<file path="config.mk">
export PLATFORM = sky130hd
export DESIGN_NAME = hall_sensor_result_status_regs
export DESIGN_NICKNAME = d
export VERILOG_FILES = /design/src/core/hall_sensor_result_status_regs.v /design/src/core/sticky_flag_bank.v
export VERILOG_INCLUDE_DIRS = /design/src /design/src/core
export SDC_FILE = /design/constraint.sdc
export NUM_CORES = 1
export LEC_CHECK = 0
export BUFFER_PORTS_ARGS = -buffer_cell sky130_fd_sc_hd__buf_2
export CORE_UTILIZATION = 45
export DETAILED_ROUTE_END_ITERATION = 7
export GPL_ROUTABILITY_DRIVEN = 1
export PLACE_DENSITY = 0.72
export SLEW_MARGIN = 20
export SYNTH_ARGS = -nofsm -noshare
export SYNTH_HDL_FRONTEND = slang
export SYNTH_SLANG_ARGS = --single-unit
</file>
<file path="constraint.sdc">
create_clock -name clk_sys_i -period 4.2 [get_ports clk_sys_i]
set_clock_uncertainty 0.1 [all_clocks]
set_input_delay 0.21 -clock clk_sys_i [delete_from_list [all_inputs] [get_ports clk_sys_i]]
set_output_delay 0.21 -clock clk_sys_i [all_outputs]
set_load 0.005 [all_outputs]
</file>
<file path="src/core/hall_result_regs.vh">
// Offsets, bit positions, reset values and field widths of the result and status register bank.
`ifndef HALL_RESULT_REGS_VH
`define HALL_RESULT_REGS_VH

`define ADDR_Y_HIGH        8'h14
`define ADDR_Y_LOW         8'h15
`define ADDR_Z_HIGH        8'h16
`define ADDR_Z_LOW         8'h17
`define ADDR_CONV_STATE    8'h18
`define ADDR_ANGLE_HIGH    8'h19
`define ADDR_ANGLE_LOW     8'h1a
`define ADDR_VECTOR_SIZE   8'h1b
`define ADDR_FAULT_FLAGS   8'h1c

`define CONV_COUNT_MSB     7
`define CONV_COUNT_LSB     5
`define CONV_POWER_ON_BIT  4
`define CONV_DIAG_BIT      1
`define CONV_READY_BIT     0

`define FAULT_PIN_LEVEL_BIT 4
`define FAULT_OSC_BIT      3
`define FAULT_IRQ_PIN_BIT  2
`define FAULT_FUSE_BIT     1
`define FAULT_SUPPLY_BIT   0
`define FAULT_STICKY_W     4

`define RST_RESULT_BYTE    8'h00
`define RST_CONV_STATE     8'h10
`define RST_FAULT_FLAGS    8'h10
`define RST_SET_COUNT      3'h0
`define RST_POWER_ON       1'b1
`define RST_PIN_LEVEL      1'b1
`define RST_STICKY_FAULTS  4'h0

`define ANGLE_W            13
`define ANGLE_HIGH_W       5
`define RESULT_W           16
`define SET_COUNT_W        3

`endif

</file>
<file path="src/core/hall_sensor_result_status_regs.v">
// Result and status register bank of a three-axis field sensor, read and written by the serial host.
`timescale 1ns/1ps
`include "hall_result_regs.vh"

// Notes on behaviour
// RULE1: Y result: high byte at 14h, low byte at 15h.
// RULE2: Z result: high byte at 16h, low byte at 17h.
// RULE3: All result bytes read zero after reset until a data set lands.
// RULE4: Conversion state bits 7-5 count completed data sets, wrapping at eight.
// RULE5: Power-on flag bit 4 set by reset, cleared by writing one.
// RULE6: Diagnostic bit 1 reads one when any fault check has failed.
// RULE7: Ready bit 0 is one once a full data set is buffered.
// RULE8: Angle is 13 bits over two bytes, low four bits sixteenths.
// RULE9: Vector size register holds the 8-bit field magnitude.
// RULE10: Fault register bit 4 follows the interrupt pin level, one at reset.
// RULE11: Oscillator fault bit 3 is sticky, cleared by writing one.
// RULE12: Interrupt pin fault bit 2 is sticky, cleared by writing one.
// RULE13: Fuse checksum fault bit 1 is sticky, cleared by writing one.
// RULE14: Supply undervoltage bit 0 is sticky, cleared by writing one.
// RULE15: Zero writes change nothing; read-only writes ignored; reserved bits read zero.
module hall_sensor_result_status_regs #(
    parameter ADDR_W   = 8,
    parameter RESULT_W = `RESULT_W,
    parameter ANGLE_W  = `ANGLE_W
) (
    // Clock and reset
    input  wire                clk_sys_i,
    input  wire                rst_i,
    // Register access from the serial interface
    input  wire                rd_en_i,
    input  wire                wr_en_i,
    input  wire [ADDR_W-1:0]   addr_i,
    input  wire [7:0]          wr_data_i,
    output reg  [7:0]          rd_data_o,
    output reg                 rd_valid_o,
    // Conversion engine
    input  wire                conv_start_i,
    input  wire                set_done_i,
    input  wire [RESULT_W-1:0] y_axis_value_i,
    input  wire [RESULT_W-1:0] z_axis_value_i,
    input  wire [ANGLE_W-1:0]  angle_value_i,
    input  wire [7:0]          vector_size_i,
    // Fault detectors and pin
    input  wire                oscillator_fault_i,
    input  wire                irq_pin_fault_i,
    input  wire                fuse_checksum_fault_i,
    input  wire                supply_undervoltage_fault_i,
    input  wire                irq_pin_level_i,
    // Status mirrors
    output reg                 result_ready_o,
    output reg                 diag_fail_o
);

    // Buffered data set.
    reg [RESULT_W-1:0]           y_axis_value_r;
    reg [RESULT_W-1:0]           z_axis_value_r;
    reg [ANGLE_W-1:0]            angle_value_r;
    reg [7:0]                    vector_size_r;

    // Conversion state fields.
    reg [`SET_COUNT_W-1:0]       set_count_r;
    reg [`SET_COUNT_W-1:0]       set_count_nxt;
    reg                          ready_r;
    reg                          ready_nxt;
    reg                          irq_pin_readback_r;

    // Sticky flags.
    wire                         power_on_flag;
    wire [`FAULT_STICKY_W-1:0]   fault_sticky;
    wire [`FAULT_STICKY_W-1:0]   fault_events;
    wire [`FAULT_STICKY_W-1:0]   fault_clear;
    wire                         power_on_clear;
    wire                         diag_any;

    // Register access decode.
    wire                         wr_conv_state;
    wire                         wr_fault_flags;
    reg  [7:0]                   conv_state_word;
    reg  [7:0]                   fault_flags_word;
    reg  [7:0]                   rd_mux;

    // Write decode: only the two status registers hold writable bits.
    assign wr_conv_state  = wr_en_i && (addr_i == `ADDR_CONV_STATE); // RULE15
    assign wr_fault_flags = wr_en_i && (addr_i == `ADDR_FAULT_FLAGS); // RULE15

    // A one clears, a zero leaves the flag alone.
    assign power_on_clear = wr_conv_state && wr_data_i[`CONV_POWER_ON_BIT]; // RULE5 RULE15

    assign fault_clear[`FAULT_OSC_BIT]      = wr_fault_flags && wr_data_i[`FAULT_OSC_BIT]; // RULE11
    assign fault_clear[`FAULT_IRQ_PIN_BIT]  = wr_fault_flags && wr_data_i[`FAULT_IRQ_PIN_BIT]; // RULE12
    assign fault_clear[`FAULT_FUSE_BIT]     = wr_fault_flags && wr_data_i[`FAULT_FUSE_BIT]; // RULE13
    assign fault_clear[`FAULT_SUPPLY_BIT]   = wr_fault_flags && wr_data_i[`FAULT_SUPPLY_BIT]; // RULE14

    assign fault_events[`FAULT_OSC_BIT]     = oscillator_fault_i; // RULE11
    assign fault_events[`FAULT_IRQ_PIN_BIT] = irq_pin_fault_i; // RULE12
    assign fault_events[`FAULT_FUSE_BIT]    = fuse_checksum_fault_i; // RULE13
    assign fault_events[`FAULT_SUPPLY_BIT]  = supply_undervoltage_fault_i; // RULE14

    // The power-on flag has no run-time source; only reset raises it.
    sticky_flag_bank #(
        .WIDTH     (1),
        .RESET_VAL (`RST_POWER_ON)
    ) u_power_on_flag (
        .clk_sys_i (clk_sys_i),
        .rst_i     (rst_i),
        .set_i     (1'b0),
        .clr_i     (power_on_clear),
        .flags_o   (power_on_flag)
    ); // RULE5

    sticky_flag_bank #(
        .WIDTH     (`FAULT_STICKY_W),
        .RESET_VAL (`RST_STICKY_FAULTS)
    ) u_fault_flags (
        .clk_sys_i (clk_sys_i),
        .rst_i     (rst_i),
        .set_i     (fault_events),
        .clr_i     (fault_clear),
        .flags_o   (fault_sticky)
    ); // RULE11 RULE12 RULE13 RULE14

    // Summary covers the held flags and any check failing right now, so a
    // fault is visible to a read in the cycle it occurs, one cycle before its sticky bit.
    assign diag_any = (|fault_sticky) || (|fault_events); // RULE6

    // Data set buffer. Results change only when a whole set is done, so a
    // host reading high then low byte between sets always sees one sample.
    always @(posedge clk_sys_i or posedge rst_i) begin
        if (rst_i) begin
            y_axis_value_r <= {RESULT_W{1'b0}}; // RULE3
            z_axis_value_r <= {RESULT_W{1'b0}}; // RULE3
            angle_value_r  <= {ANGLE_W{1'b0}}; // RULE3
            vector_size_r  <= `RST_RESULT_BYTE; // RULE3
        end else if (set_done_i) begin
            y_axis_value_r <= y_axis_value_i; // RULE1
            z_axis_value_r <= z_axis_value_i; // RULE2
            angle_value_r  <= angle_value_i; // RULE8
            vector_size_r  <= vector_size_i; // RULE9
        end
    end

    // Set counter wraps through eight values.
    always @* begin
        set_count_nxt = set_count_r;
        if (set_done_i) begin
            set_count_nxt = set_count_r + 3'h1; // RULE4
        end
    end

    // Ready drops when a new conversion starts and rises when the set lands;
    // a completion in the same cycle as a start wins.
    always @* begin
        ready_nxt = ready_r;
        if (set_done_i) begin
            ready_nxt = 1'b1; // RULE7
        end else if (conv_start_i) begin
            ready_nxt = 1'b0; // RULE7
        end
    end

    always @(posedge clk_sys_i or posedge rst_i) begin
        if (rst_i) begin
            set_count_r <= `RST_SET_COUNT;
            ready_r     <= 1'b0;
        end else begin
            set_count_r <= set_count_nxt;
            ready_r     <= ready_nxt;
        end
    end

    // Pin readback resets high and then tracks the pin every cycle.
    always @(posedge clk_sys_i or posedge rst_i) begin
        if (rst_i) begin
            irq_pin_readback_r <= `RST_PIN_LEVEL; // RULE10
        end else begin
            irq_pin_readback_r <= irq_pin_level_i; // RULE10
        end
    end

    // Assembled status words; unlisted bits stay zero.
    always @* begin
        conv_state_word = 8'h00; // RULE15
        conv_state_word[`CONV_COUNT_MSB:`CONV_COUNT_LSB] = set_count_r; // RULE4
        conv_state_word[`CONV_POWER_ON_BIT] = power_on_flag; // RULE5
        conv_state_word[`CONV_DIAG_BIT]     = diag_any; // RULE6
        conv_state_word[`CONV_READY_BIT]    = ready_r; // RULE7
    end

    always @* begin
        fault_flags_word = 8'h00; // RULE15
        fault_flags_word[`FAULT_PIN_LEVEL_BIT] = irq_pin_readback_r; // RULE10
        fault_flags_word[`FAULT_OSC_BIT]       = fault_sticky[`FAULT_OSC_BIT]; // RULE11
        fault_flags_word[`FAULT_IRQ_PIN_BIT]   = fault_sticky[`FAULT_IRQ_PIN_BIT]; // RULE12
        fault_flags_word[`FAULT_FUSE_BIT]      = fault_sticky[`FAULT_FUSE_BIT]; // RULE13
        fault_flags_word[`FAULT_SUPPLY_BIT]    = fault_sticky[`FAULT_SUPPLY_BIT]; // RULE14
    end

    // Read decode; addresses outside the bank read zero.
    always @* begin
        rd_mux = 8'h00;
        case (addr_i)
            `ADDR_Y_HIGH: begin
                rd_mux = y_axis_value_r[15:8]; // RULE1
            end
            `ADDR_Y_LOW: begin
                rd_mux = y_axis_value_r[7:0]; // RULE1
            end
            `ADDR_Z_HIGH: begin
                rd_mux = z_axis_value_r[15:8]; // RULE2
            end
            `ADDR_Z_LOW: begin
                rd_mux = z_axis_value_r[7:0]; // RULE2
            end
            `ADDR_CONV_STATE: begin
                rd_mux = conv_state_word;
            end
            `ADDR_ANGLE_HIGH: begin
                rd_mux = {3'h0, angle_value_r[12:8]}; // RULE8
            end
            `ADDR_ANGLE_LOW: begin
                rd_mux = angle_value_r[7:0]; // RULE8
            end
            `ADDR_VECTOR_SIZE: begin
                rd_mux = vector_size_r; // RULE9
            end
            `ADDR_FAULT_FLAGS: begin
                rd_mux = fault_flags_word;
            end
            default: begin
                rd_mux = 8'h00;
            end
        endcase
    end

    // Read data is captured one cycle after the strobe and then held, so the
    // serial shifter may take it at its own pace.
    always @(posedge clk_sys_i or posedge rst_i) begin
        if (rst_i) begin
            rd_data_o  <= 8'h00;
            rd_valid_o <= 1'b0;
        end else begin
            rd_valid_o <= rd_en_i;
            if (rd_en_i) begin
                rd_data_o <= rd_mux;
            end
        end
    end

    // Registered mirrors for the pin driver and system logic.
    always @(posedge clk_sys_i or posedge rst_i) begin
        if (rst_i) begin
            result_ready_o <= 1'b0;
            diag_fail_o    <= 1'b0;
        end else begin
            result_ready_o <= ready_nxt; // RULE7
            diag_fail_o    <= diag_any; // RULE6
        end
    end

endmodule // hall_sensor_result_status_regs

</file>
<file path="src/core/sticky_flag_bank.v">
// Bank of hardware-set, write-one-to-clear sticky flags.
`timescale 1ns/1ps

module sticky_flag_bank #(
    parameter                 WIDTH     = 4,
    parameter [WIDTH-1:0]     RESET_VAL = {WIDTH{1'b0}}
) (
    // Clock and reset
    input  wire               clk_sys_i,
    input  wire               rst_i,
    // Events and clears
    input  wire [WIDTH-1:0]   set_i,
    input  wire [WIDTH-1:0]   clr_i,
    // Flag state
    output wire [WIDTH-1:0]   flags_o
);

    reg [WIDTH-1:0] flags_r;

    genvar g;
    generate
        for (g = 0; g < WIDTH; g = g + 1) begin : g_flag
            // A set arriving in the clearing cycle is kept, so no event is lost.
            always @(posedge clk_sys_i or posedge rst_i) begin
                if (rst_i) begin
                    flags_r[g] <= RESET_VAL[g];
                end else if (set_i[g]) begin
                    flags_r[g] <= 1'b1;
                end else if (clr_i[g]) begin
                    flags_r[g] <= 1'b0;
                end
            end
        end
    endgenerate

    assign flags_o = flags_r;

endmodule // sticky_flag_bank

</file>
# Word-level counts from Yosys, hierarchy flattened

Cells that the tools add are included.
W data, S select, Z words.

Register bits: 73
Input bits: 80
Output and inout bits: 11
Word-level logic and storage cells: 51

Add/sub/neg operators: 1
Equal/unequal tests: 9
Muxes and demuxes: 11
Reduce and logical (&&, ||, !) cells: 15

Operators with widths:

| cell                  | number |
|---|---|
| $eq A8 B5 Y1 const B  | 9 |
| $pmux W8 S9           | 1 |
| $mux W1               | 10 |
| $reduce_bool A2 Y1    | 5 |
| $reduce_or A4 Y1      | 2 |
| $logic_and A1 B1 Y1   | 7 |
| $add A3 B1 Y3 const B | 1 |
| $logic_or A1 B1 Y1    | 1 |

# Logic depth before layout (Yosys ltp)

Gate-level depths: netlist of the first run.

Depth after elaboration: 5
Depth in mapped cells: 5

# Modules after synthesis

From an unflattened synthesis of the first run, not the netlist that was laid out.

Cell total of the unflattened synthesis: 264
Area, all modules: 3373.2 sq um

Modules (own cells, without submodules):

| module                              | instances | cells each | area each (sq um) |
|---|---|---|---|
| hall_sensor_result_status_regs      | 1         | 247        | 3183.1 |
| sticky_flag_bank at u_fault_flags   | 1         | 13         | 148.9 |
| sticky_flag_bank at u_power_on_flag | 1         | 4          | 41.3 |

# Worst setup path after synthesis of the first run

OpenSTA, ideal clock, no wires.

Kind: input-to-reg
Start point: input port addr_i[5]
End point: register u_fault_flags.flags_r[0], in the netlist u_fault_flags.flags_o[0]
Library setup time: 0.118 ns
Arrival time: 1.287 ns
Setup slack: 2.695 ns
Stages: 4
Path through: or4b_4 nor3_4 nand3_1 a21o_1

Word-level cells in the longest chain between the ends: 4

Ends and longest elaborated chain:

| item                                | line                                | source |
|---|---|---|
| start, declared                     | hall_sensor_result_status_regs.v:32 | `input wire [ADDR_W-1:0] addr_i,` |
| $eq A8 B5 Y1                        | -                                   |  |
| $logic_and A1 B1 Y1                 | hall_sensor_result_status_regs.v:84 | `` assign wr_fault_flags = wr_en_i && (addr_i == `ADDR_FAULT_FLAGS); `` |
| $logic_and A1 B1 Y1                 | hall_sensor_result_status_regs.v:92 | `` assign fault_clear[`FAULT_SUPPLY_BIT] = wr_fault_flags && wr_data_i[`FAULT_SUPPLY_BIT]; `` |
| $reduce_bool A2 Y1 (no source line) | -                                   |  |
| end signal, assigned by index       | sticky_flag_bank.v:26               | `flags_r[g] <= RESET_VAL[g];` |
| end, declared                       | sticky_flag_bank.v:18               | `reg [WIDTH-1:0] flags_r;` |

Every way passes these cells.
A chain may end at the register's enable or synchronous reset.

# Worst setup path after layout of the first run

Start point: input port addr_i[1]
End point: register rd_data_o[3]

Word-level cells in the longest chain between the ends: 2
Elaborated cells between the ends (all ways): 10
Those cells by class: eq/ne: 9; mux: 1

Ends and longest elaborated chain:

| item                 | line                                 | source |
|---|---|---|
| $eq A8 B5 Y1         | hall_sensor_result_status_regs.v:201 | `case (addr_i)` |
| $pmux W8 S9 *        | hall_sensor_result_status_regs.v:201 |  |
| end signal, assigned | hall_sensor_result_status_regs.v:244 | `rd_data_o <= rd_mux;` |
| end, declared        | hall_sensor_result_status_regs.v:34  | `output reg [7:0] rd_data_o,` |

Mark *: on every way between the ends. The rest lies on a longest branch, timed or not.

==> results.json, run 1 <==
{
  "outcome": "complete, no violations",
  "p_per_area_nw_per_um2": 364.4,
  "cellLeakagePower_nw": 1.963,
  "worst-slew-pin-transition_ps": 822.9,
  "start_util": 0.4631,
  "drv_slew": 0,
  "drc": 0,
  "switching_share": 0.2373,
  "timing.fmax_ghz": 0.6279,
  "pwr-share-clk": 0.350,
  "synthDistinctLibCells": 40,
  "antenna_found_initial": 0,
  "finalSetupViolCount": 0,
  "min_path_type": "in -> reg",
  "final_core_util": 0.6212,
  "drt_pre_antenna_iters": 4,
  "dp_hpwl_mm": 5.124,
  "cts_hold_repair.buffers": 39,
  "ys_ff_latch": 73,
  "cp_max_fo": 22,
  "cp_data_arrival_time_ps": 1680,
  "synthArstFlopShare": 1.000,
  "vias_per_cell": 5.208,
  "internal_power_w": 0.001245,
  "fin_crit_ps": 1593,
  "cts_buffer_depth": 2,
  "nets": 449,
  "rsz0062_at_grt": "no",
  "seqPwrFrac": 0.497,
  "synth-main-ff-cell": "dfrtp_1",
  "grt.total_usage": 0.2102,
  "n_fill_cell": 614,
  "detail_route.iter0.violations": 137,
  "ant_nets": 0,
  "syn_nets": 320,
  "crit_type": "in -> reg",
  "postCtsSetupBuffers": 0,
  "core-area_sq_um": 7214,
  "cts_max_level": 3,
  "io_buffers": 87,
  "clk_pin_slew_worst_paths_ps": 70,
  "cts_tree": "done",
  "p_switching_w": 0.0003876,
  "cts-buffers-inserted": 9,
  "synth_common_cells": "dfrtp_1 (71), mux2_2 (63), nor2_1 (8)",
  "fin_tns_setup_ps": 0,
  "routedWlPerCell_um": 15.38,
  "grt-ovfl-total": 0,
  "die_h_um": 88.16,
  "dieWidth_um": 88.16,
  "clock_latency_ps": 340,
  "ios": 91,
  "grt_pass1_vias": 2543,
  "vias": 2458,
  "die-area_sq_um": 7772,
  "seq_area_frac_synth": 0.5476,
  "grt_max_degree": 49,
  "cp-start-kind": "input port",
  "ctsResizeCount": 0,
  "syn_area_sq_um": 3341,
  "synth_top_area_share": 0.5318,
  "yosys-top-cells-area": "dfrtp_1 (53%), mux2_2 (21%), mux4_2 (4.7%)",
  "drv_cap": 0,
  "timing.final.crit_share": 0.3792,
  "hold_viol": 0,
  "area_growth_pct": 34.16,
  "cts_root_buffer": "clkbuf_8",
  "synth.avg_cell_area_sq_um": 13.98,
  "ir_drop_mv": 0.2487,
  "required_ps": 4290,
  "yosys_warnings": 0,
  "endpoint_kind": "register",
  "p_comb_frac": 0.153,
  "gp_congestion": 0.8715,
  "postSynthCellCount": 239,
  "num_rows": 31,
  "slew_headroom": 0.4514,
  "diodes": 0,
  "synth.most_common_cell": "dfrtp_1",
  "cts_sinks": 73,
  "grt_pass1_wl_mm": 12.11,
  "synth_top_cell_by_area": "dfrtp_1",
  "drive_above_1_share": 0.4879,
  "synth_edf_count": 0,
  "wirelength_mm": 7.257
}
cell type report:
type	instances	area, sq um	share of cell area
multi-input combinational	151	1446	0.3227
timing repair buffer	129	850.8	0.1898
inverter	4	16.27	0.003629
clock buffer	12	165.2	0.03685
sequential	73	1829	0.4082
tap	99	123.9	0.02764
clock inverter	4	50.05	0.01117
critical path, stage by stage:
cell and delay [ps]:
buf_2 430, nor2_1 270, o211ai_1 520, a21o_1 150
o221ai_1 100
cell usage in the layout (no fill, tap or decap), types with 2 or more instances in the layout:
master,n
nand2_1,6
nand4_1,2
dfstp_2,2
o211ai_1,2
o22ai_1,2
inv_1,3
buf_2,87
a32oi_1,2
mux2_2,63
mux4_2,7
dfrtp_1,71
a21oi_1,5
nand3_1,5
clkinv_2,2
nor2b_1,6
a32o_1,3
a21o_1,6
a22oi_1,6
buf_4,2
dlygate4sd3_1,40
nor4_1,2
nor2_1,8
clkbuf_8,12
o2bb2ai_1,2
a22o_1,6
clkinvlp_4,2
final timing paths:
| kind | slack (ps) | depth (start not counted) | end | startpoint |
|---|---|---|---|---|
| worst min-delay path | 4 | 2 | vector_size_r[3] | vector_size_i[3] |
| worst max-delay path | 2610 | 5 | rd_data_o[3] | addr_i[1] |
| min in group asynchronous | 440 | 3 | y_axis_value_r[7] | rst_i |
| max in group asynchronous | 2720 | 4 | z_axis_value_r[13] | rst_i |
| worst min register to register | 370 | 1 | u_power_on_flag.flags_o | u_power_on_flag.flags_o |
| worst max register to register | 2760 | 4 | rd_data_o[0] | z_axis_value_r[0] |
metrics by stage:
stage / cell area, sq um / hold slack (ps) / power, W / setup WS [ps] / instances
floorplan: 3341 / 114.5 / 0.0009643 / 2040 / 239
global placement: 3865 / 226.5 / 0.001040 / 2256 / 416
detailed placement: 3865 / 227.0 / 0.001049 / 2265 / 416
CTS: 4471 / 0.2635 / 0.001650 / 2635 / 471
global route: 4482 / 2.666 / 0.001715 / 2440 / 472
finish: 4482 / 4.445 / 0.001633 / 2607 / 472
power groups by stage:
stage          combinational, W  sequential (W)  clock [W]
6_report               0.000250        0.000812   0.000571
3_5_place_dp           0.000223        0.000826          0
2_1_floorplan          0.000151        0.000813          0
4_1_cts                0.000252        0.000812   0.000586
5_1_grt                0.000276        0.000822   0.000617
3_3_place_gp           0.000218        0.000821          0
per-layer routing:
layer | track usage | share of wire
met1 | 0.2830 | 0.45
met2 | 0.3392 | 0.49
met3 | 0.03582 | 0.045
met4 | 0.08651 | 0.019
met5 | 0 | 0
sequential cells by signal, summed over array words and instances, names as in the netlist:
signal and flops:
angle_value_r 13, diag_fail_o 1, irq_pin_readback_r 1, rd_data_o 8
rd_valid_o 1, result_ready_o 1, set_count_r 3, u_fault_flags.flags_o 4
u_power_on_flag.flags_o 1, vector_size_r 8, y_axis_value_r 16, z_axis_value_r 16
cells by family (layout without fill, tap and decap cells):
| family | after synthesis | in the layout | synth area share |
|---|---|---|---|
| simple gates | 38 | 38 | 0.07042 |
| xor+xnor | 2 | 2 | 0.005244 |
| flops | 73 | 73 | 0.5476 |
| compound gates | 40 | 40 | 0.09401 |
| mux | 70 | 70 | 0.2596 |
| buf+inv | 15 | 149 | 0.01947 |
| fa+ha+maj | 1 | 1 | 0.003745 |
Note: power is estimated with default switching activity, not from simulation.
==> run 2: changes to the inputs <==
ABC_AREA = 1   (was not set)
clock period = 1.6 ns   (was 4.2 ns; I/O delays follow)
==> run 2 against run 1 <==
  * Worst setup slack got worse by 2500 ps
  * Final cell count rose by 51%
  * Design area rose by 11%
  * Sequential share of layout area fell by 4.1 points
  * Core utilization rose by 5.9 points
  * Routed wire length rose by 25%
  * Power rose to 2.5 times the previous value
  * Global-route usage rose by 3.9 points
  * Clock power rose by 150%
  * Via count rose by 39%
  * Hold slack improved by 230 ps
  * Critical path type is now reg -> reg
  * Critical endpoint is now diag_fail_o
==> results.json, run 2 <==
{
  "ys_ff_latch": 73,
  "die-area_sq_um": 8034,
  "fin_crit_ps": 1540,
  "slew_headroom": 0.6326,
  "rsz0062_at_grt": "no",
  "hold_viol": 0,
  "cp_max_fo": 2,
  "required_ps": 1730,
  "synth-main-ff-cell": "dfrtp_1",
  "drc": 0,
  "gp_congestion": 0.9083,
  "drt_pre_antenna_iters": 4,
  "drv_cap": 0,
  "ios": 91,
  "met2_usage": 0.3747,
  "die_h_um": 89.64,
  "grt-busiest-layer": "met2",
  "timing.final.crit_share": 0.9623,
  "cts_tree": "done",
  "diodes": 0,
  "synth_edf_count": 0,
  "dieWidth_um": 89.64,
  "worstPathCellList": "nor2_1 > nand4_1 > dlygate4sd3_1",
  "finalWorstSetupSlack_ps": 60.26,
  "outcome": "complete, no violations",
  "p_per_area_nw_per_um2": 829.1,
  "synth.most_common_cell": "nand2_1",
  "min_path_type": "in -> async",
  "worst-slew-pin-transition_ps": 549.9,
  "ctsResizeCount": 0,
  "nets": 692,
  "ir_drop_mv": 0.4893,
  "antenna_found_initial": 0,
  "cts_root_buffer": "clkbuf_8",
  "num_rows": 31,
  "synth.avg_cell_area_sq_um": 7.748,
  "cp-start-kind": "register",
  "postSynthCellCount": 446,
  "crit_type": "reg -> reg",
  "synth_top_cell_by_area": "dfrtp_1",
  "met3_usage": 0.04205,
  "cellLeakagePower_nw": 2.642,
  "cts-buffers-inserted": 9,
  "cp_slowest_cell": "dlygate4sd3_1",
  "io_buffers": 87,
  "layout_common_cells": "nand2_1 (188), buf_2 (87), dlygate4sd3_1 (73), dfrtp_1 (71), nand3_1 (45)",
  "synthDistinctLibCells": 24,
  "cp_data_arrival_time_ps": 1670,
  "synthArstFlopShare": 1.000,
  "synth_common_cells": "nand2_1 (188), dfrtp_1 (71), nand3_1 (45)",
  "yosys_warnings": 0,
  "vias_per_cell": 4.780,
  "place_inst": 623,
  "start_util": 0.4714,
  "core-area_sq_um": 7331,
  "grt_max_degree": 38,
  "clk_pin_slew_worst_paths_ps": 80,
  "syn_area_sq_um": 3456,
  "drv_slew": 0,
  "clock_latency_ps": 340,
  "syn_nets": 527,
  "grt-ovfl-total": 0,
  "critPathMaxStageDelay_ps": 600,
  "cts_sinks": 73,
  "detail_route.iter0.violations": 190,
  "endpoint_kind": "register",
  "fin_tns_setup_ps": 0,
  "finalSetupViolCount": 0,
  "wirelength_mm": 9.096,
  "placed_area_sq_um": 4046,
  "reg.largest.list": "y_axis_value_r x16, z_axis_value_r x16, angle_value_r x13",
  "drive_above_1_share": 0.2143,
  "synth_top_area_share": 0.5141,
  "vias": 3418,
  "final_common_cell": "nand2_1",
  "area_growth_pct": 44.35,
  "dp_hpwl_mm": 6.054,
  "seq_area_frac_synth": 0.5293,
  "pre_cts_ws_ps": 158.8,
  "grt.total_usage": 0.2489,
  "grt_pass1_wl_mm": 14.77,
  "cts_max_level": 3,
  "grt_pass1_vias": 3185,
  "timing.fmax_ghz": 0.6495,
  "routedWlPerCell_um": 12.72,
  "finish.instance_area_sq_um": 4989,
  "n_fill_cell": 625,
  "cts_buffer_depth": 2,
  "stdcell_count": 715,
  "grtUsageMet1": 0.3472,
  "yosys-top-cells-area": "dfrtp_1 (51%), nand2_1 (20%), nand3_1 (6.5%)",
  "ant_nets": 0
}
[run 2: cell types whose count changed after synthesis, moves of 5 or more]
cell	before	now
a22oi_1	6	0
nor2b_1	6	0
mux4_2	7	0
nand3_1	5	45
a22o_1	6	0
o21ai_0	0	20
nand2_1	6	188
inv_1	4	35
nor2_2	0	7
a21o_1	6	1
nand2_2	0	6
mux2_2	63	0
o21ai_1	0	9
nor2_1	8	28
[run 2: layer usage]
metal | wire, um | vias to the layer above
li1 | - | 1721
met1 | 4298 | 1550
met2 | 4045 | 123
met3 | 468 | 24
met4 | 284 | 0
met5 | 0 | -
[run 2: critical path, delay by kind of cell (launching register included)]
| kind | cells | cell delay [ps] |
|---|---|---|
| flip-flops | 1 | 390 |
| AND/OR/NAND/NOR | 2 | 330 |
| buffers and inverters | 1 | 600 |
[run 2: power by group]
part / total, W / switching [W] / internal, W / leakage [nW]
registers: 0.00211 / 0.0000944 / 0.00201 / 0.879
clock network: 0.00142 / 0.000655 / 0.000761 / 0.0974
logic: 0.000614 / 0.000309 / 0.000305 / 1.67
[run 2: kinds of logic after synthesis]
| logic type | count (synthesis) | synth area share |
|---|---|---|
| xor gates and xnor gates | 2 | 0.005070 |
| adders and majority gates | 1 | 0.003620 |
| AOI/OAI and AO/OA | 33 | 0.04924 |
| DFF | 73 | 0.5293 |
| buffers and inverters | 53 | 0.06300 |
| and+or+nand+nor | 284 | 0.3497 |
[run 2: timing repair]
| item | CTS | global route |
|---|---|---|
| hold endpoints to repair | 90 | 0 |
| hold buffers | 73 | 0 |
| endpoints found under the setup margin | 0 | 1 |
| setup buffers | 0 | 3 |
[run 2: worst paths after layout]
check | slack [ps] | cells after the start | end | start
worst max-delay path | 60 | 3 | diag_fail_o | u_fault_flags.flags_o[1]
worst min-delay path | 230 | 3 | u_fault_flags.flags_o[2] | rst_i
worst max register to register | 60 | 3 | diag_fail_o | u_fault_flags.flags_o[1]
worst min register to register | 360 | 2 | u_power_on_flag.flags_o | u_power_on_flag.flags_o
max in group asynchronous | 580 | 4 | u_power_on_flag.flags_o | rst_i
min in group clk_sys_i | 260 | 8 | rd_data_o[1] | addr_i[1]
[run 2: cell type report]
type | instances | area (sq um) | area share
Multi-Input combinational cell | 320 | 1409 | 0.2824
Tap cell | 99 | 123.9 | 0.02483
Timing Repair Buffer | 171 | 1299 | 0.2603
Inverter | 36 | 138.9 | 0.02784
Clock inverter | 3 | 40.04 | 0.008026
Sequential cell | 73 | 1829 | 0.3667
Clock buffer | 13 | 148.9 | 0.02985
[run 2: metrics by stage]
stage          utilization  hold slack, ps  total power, W
6_report            0.6805           230.1        0.004136
5_1_grt             0.6805           280.3        0.004337
4_1_cts             0.6774           237.6        0.004154
3_5_place_dp        0.5520           61.37        0.002621
3_3_place_gp        0.5520           48.07        0.002597
2_1_floorplan            -          -15.52        0.002403
==> run 3: changes to the inputs <==
CELL_PAD_IN_SITES_DETAIL_PLACEMENT = 0   (was not set)
CELL_PAD_IN_SITES_GLOBAL_PLACEMENT = 1   (was not set)
CORE_UTILIZATION = 38   (was 45)
PLACE_DENSITY = 0.82   (was 0.72)
SLEW_MARGIN = 10   (was 20)
==> run 3 against run 2 <==
  * Sequential share of layout area increased by 0.21 points
  * Non-clock buffer count decreased by 6
  * Die area increased by 18%
  * Critical endpoint unchanged
  * Largest cell class unchanged
==> results.json, run 3 (synthesis results as in run 2) <==
{
  "outcome": "complete, no violations",
  "grt_pass1_wl_mm": 15.05,
  "p_comb_frac": 0.137,
  "cp_max_fo": 2,
  "io_buffers": 87,
  "endpoint_kind": "register",
  "cellLeakagePower_nw": 2.632,
  "clock_latency_ps": 340,
  "internal_power_w": 0.003270,
  "reg.largest.list": "y_axis_value_r x16, z_axis_value_r x16, angle_value_r x13",
  "hold_depth": 4,
  "layout_common_cells": "nand2_1 (188), buf_2 (87), dfrtp_1 (71), dlygate4sd3_1 (69), nand3_1 (45)",
  "grt_max_degree": 74,
  "worstHoldStart": "set_done_i",
  "worstPathCellList": "nor2_1 > nand4_1 > dlygate4sd3_1",
  "r2r_start": "u_fault_flags.flags_o[1]",
  "drive_above_1_share": 0.2164,
  "cts_root_buffer": "clkbuf_8",
  "timing.final.crit_share": 0.9423,
  "die_h_um": 97.37,
  "vias": 3300,
  "grt_pass1_vias": 3187,
  "timing.fmax_ghz": 0.6632,
  "cp-start-kind": "register",
  "cp_data_arrival_time_ps": 1640,
  "die-area_sq_um": 9480,
  "r2r_slack_ps": 90,
  "detail_route.iter0.violations": 162,
  "drt_pre_antenna_iters": 4,
  "final_core_util": 0.5660,
  "nets": 686,
  "cts_sinks": 73,
  "core-area_sq_um": 8763,
  "drc": 0,
  "crit_type": "reg -> reg",
  "num_rows": 34,
  "required_ps": 1730,
  "cts_tree": "done",
  "vias_per_cell": 4.596,
  "ir_drop_mv": 0.3442,
  "wirelength_mm": 9.023,
  "dp_hpwl_mm": 6.165,
  "finalSetupViolCount": 0,
  "cts_max_level": 3,
  "worst-slew-pin-transition_ps": 413.0,
  "slew_headroom": 0.7247,
  "reg2regPathDepth": 3,
  "diodes": 0,
  "routedWlPerCell_um": 12.57,
  "worst_hold_slack_ps": 98.10,
  "rsz0062_at_grt": "no",
  "clk_pin_slew_worst_paths_ps": 80,
  "final_common_cell": "nand2_1",
  "drv_cap": 0,
  "switching_share": 0.2459,
  "p_per_area_nw_per_um2": 874.2,
  "critPathMaxStageDelay_ps": 590,
  "fin_crit_ps": 1508,
  "drv_slew": 0,
  "fin_tns_setup_ps": 0,
  "ant_nets": 0,
  "gp_congestion": 0.7884,
  "cp_slowest_cell": "dlygate4sd3_1",
  "cts-buffers-inserted": 9,
  "worstSetupStartpoint": "u_fault_flags.flags_o[1]",
  "min_path_type": "in -> reg",
  "start_util": 0.3943,
  "r2r-end": "diag_fail_o",
  "hold_viol": 0,
  "pwr-share-clk": 0.377,
  "cts_buffer_depth": 2,
  "dieWidth_um": 97.37,
  "grt-ovfl-total": 0,
  "ios": 91,
  "seqPwrFrac": 0.486,
  "cp_top_family": "buffers and inverters",
  "p_switching_w": 0.001066,
  "area_growth_pct": 43.52,
  "n_fill_cell": 823,
  "grt.total_usage": 0.2007,
  "crit_buf_inv": 1,
  "holdPathEnd": "vector_size_r[7]",
  "antenna_found_initial": 0
}
[run 3: changes by cell type in the layout (fill, tap and decap cells not counted), sizes merged]
cell         previous run  this run
bufinv                  1         2
clkinv                  2         1
clkbuf                 13        12
inv                    35        36
buf                    98        96
dlygate4sd3            73        69
[run 3: metrics by stage]
step | total power [W] | std cells | setup WS [ps] | instance area (sq um)
after floorplan | 0.002403 | 446 | 465.1 | 3460
after global placement | 0.002602 | 631 | 169.6 | 4025
after detailed placement | 0.002618 | 631 | 142.2 | 4025
after CTS | 0.004374 | 716 | 16.59 | 4945
after global routing | 0.004556 | 718 | 2.221 | 4960
final | 0.004336 | 718 | 92.26 | 4960
[run 3: per-layer routing]
layer	vias up	wire (um)	track usage
li1	1709	-	-
met4	0	98	0.08032
met1	1505	4386	0.2844
met2	80	4159	0.3077
met3	6	378	0.03165
met5	-	0	0
[run 3: final cells by class]
cell class,instances,area [sq um],area share
clock buffers,12,155.1,0.03128
clock inverters,4,73.82,0.01488
inverters,36,138.9,0.02800
multi-input cells,320,1409,0.2841
flip-flops and latches,73,1829,0.3688
well taps,108,135.1,0.02725
repair buffers,165,1219,0.2457
[run 3: power by group through the flow]
stage / Clock [W] / Sequential (W) / Combinational [W]
3_5_place_dp: 0 / 0.00214 / 0.000478
6_report: 0.00164 / 0.00211 / 0.000593
4_1_cts: 0.00167 / 0.00211 / 0.000597
5_1_grt: 0.00175 / 0.00213 / 0.000675
2_1_floorplan: 0 / 0.00211 / 0.000288
3_3_place_gp: 0 / 0.00214 / 0.000465
[run 3: worst max path at each step]
stage | to | slack [ps] | cells past startpoint
2_1_floorplan | rd_data_o[1] | 470 | 8
3_5_place_dp | rd_data_o[2] | 140 | 11
4_1_cts | u_fault_flags.flags_o[2] | 20 | 9
5_1_grt | diag_fail_o | 2 | 3
3_3_place_gp | rd_data_o[2] | 170 | 11
6_report | diag_fail_o | 90 | 3
[run 3: worst min-delay path: cells and delay by family]
kind	cells	cell delay, ps
buf+inv	2	310
simple gates	2	110
[run 3: what timing repair did]
item                                   in CTS  in global routing
setup buffers                               0                  2
hold buffers                               69                  0
endpoints found under the hold margin     141                  0
setup endpoints to repair                   0                  2
resized for setup                           0                  0
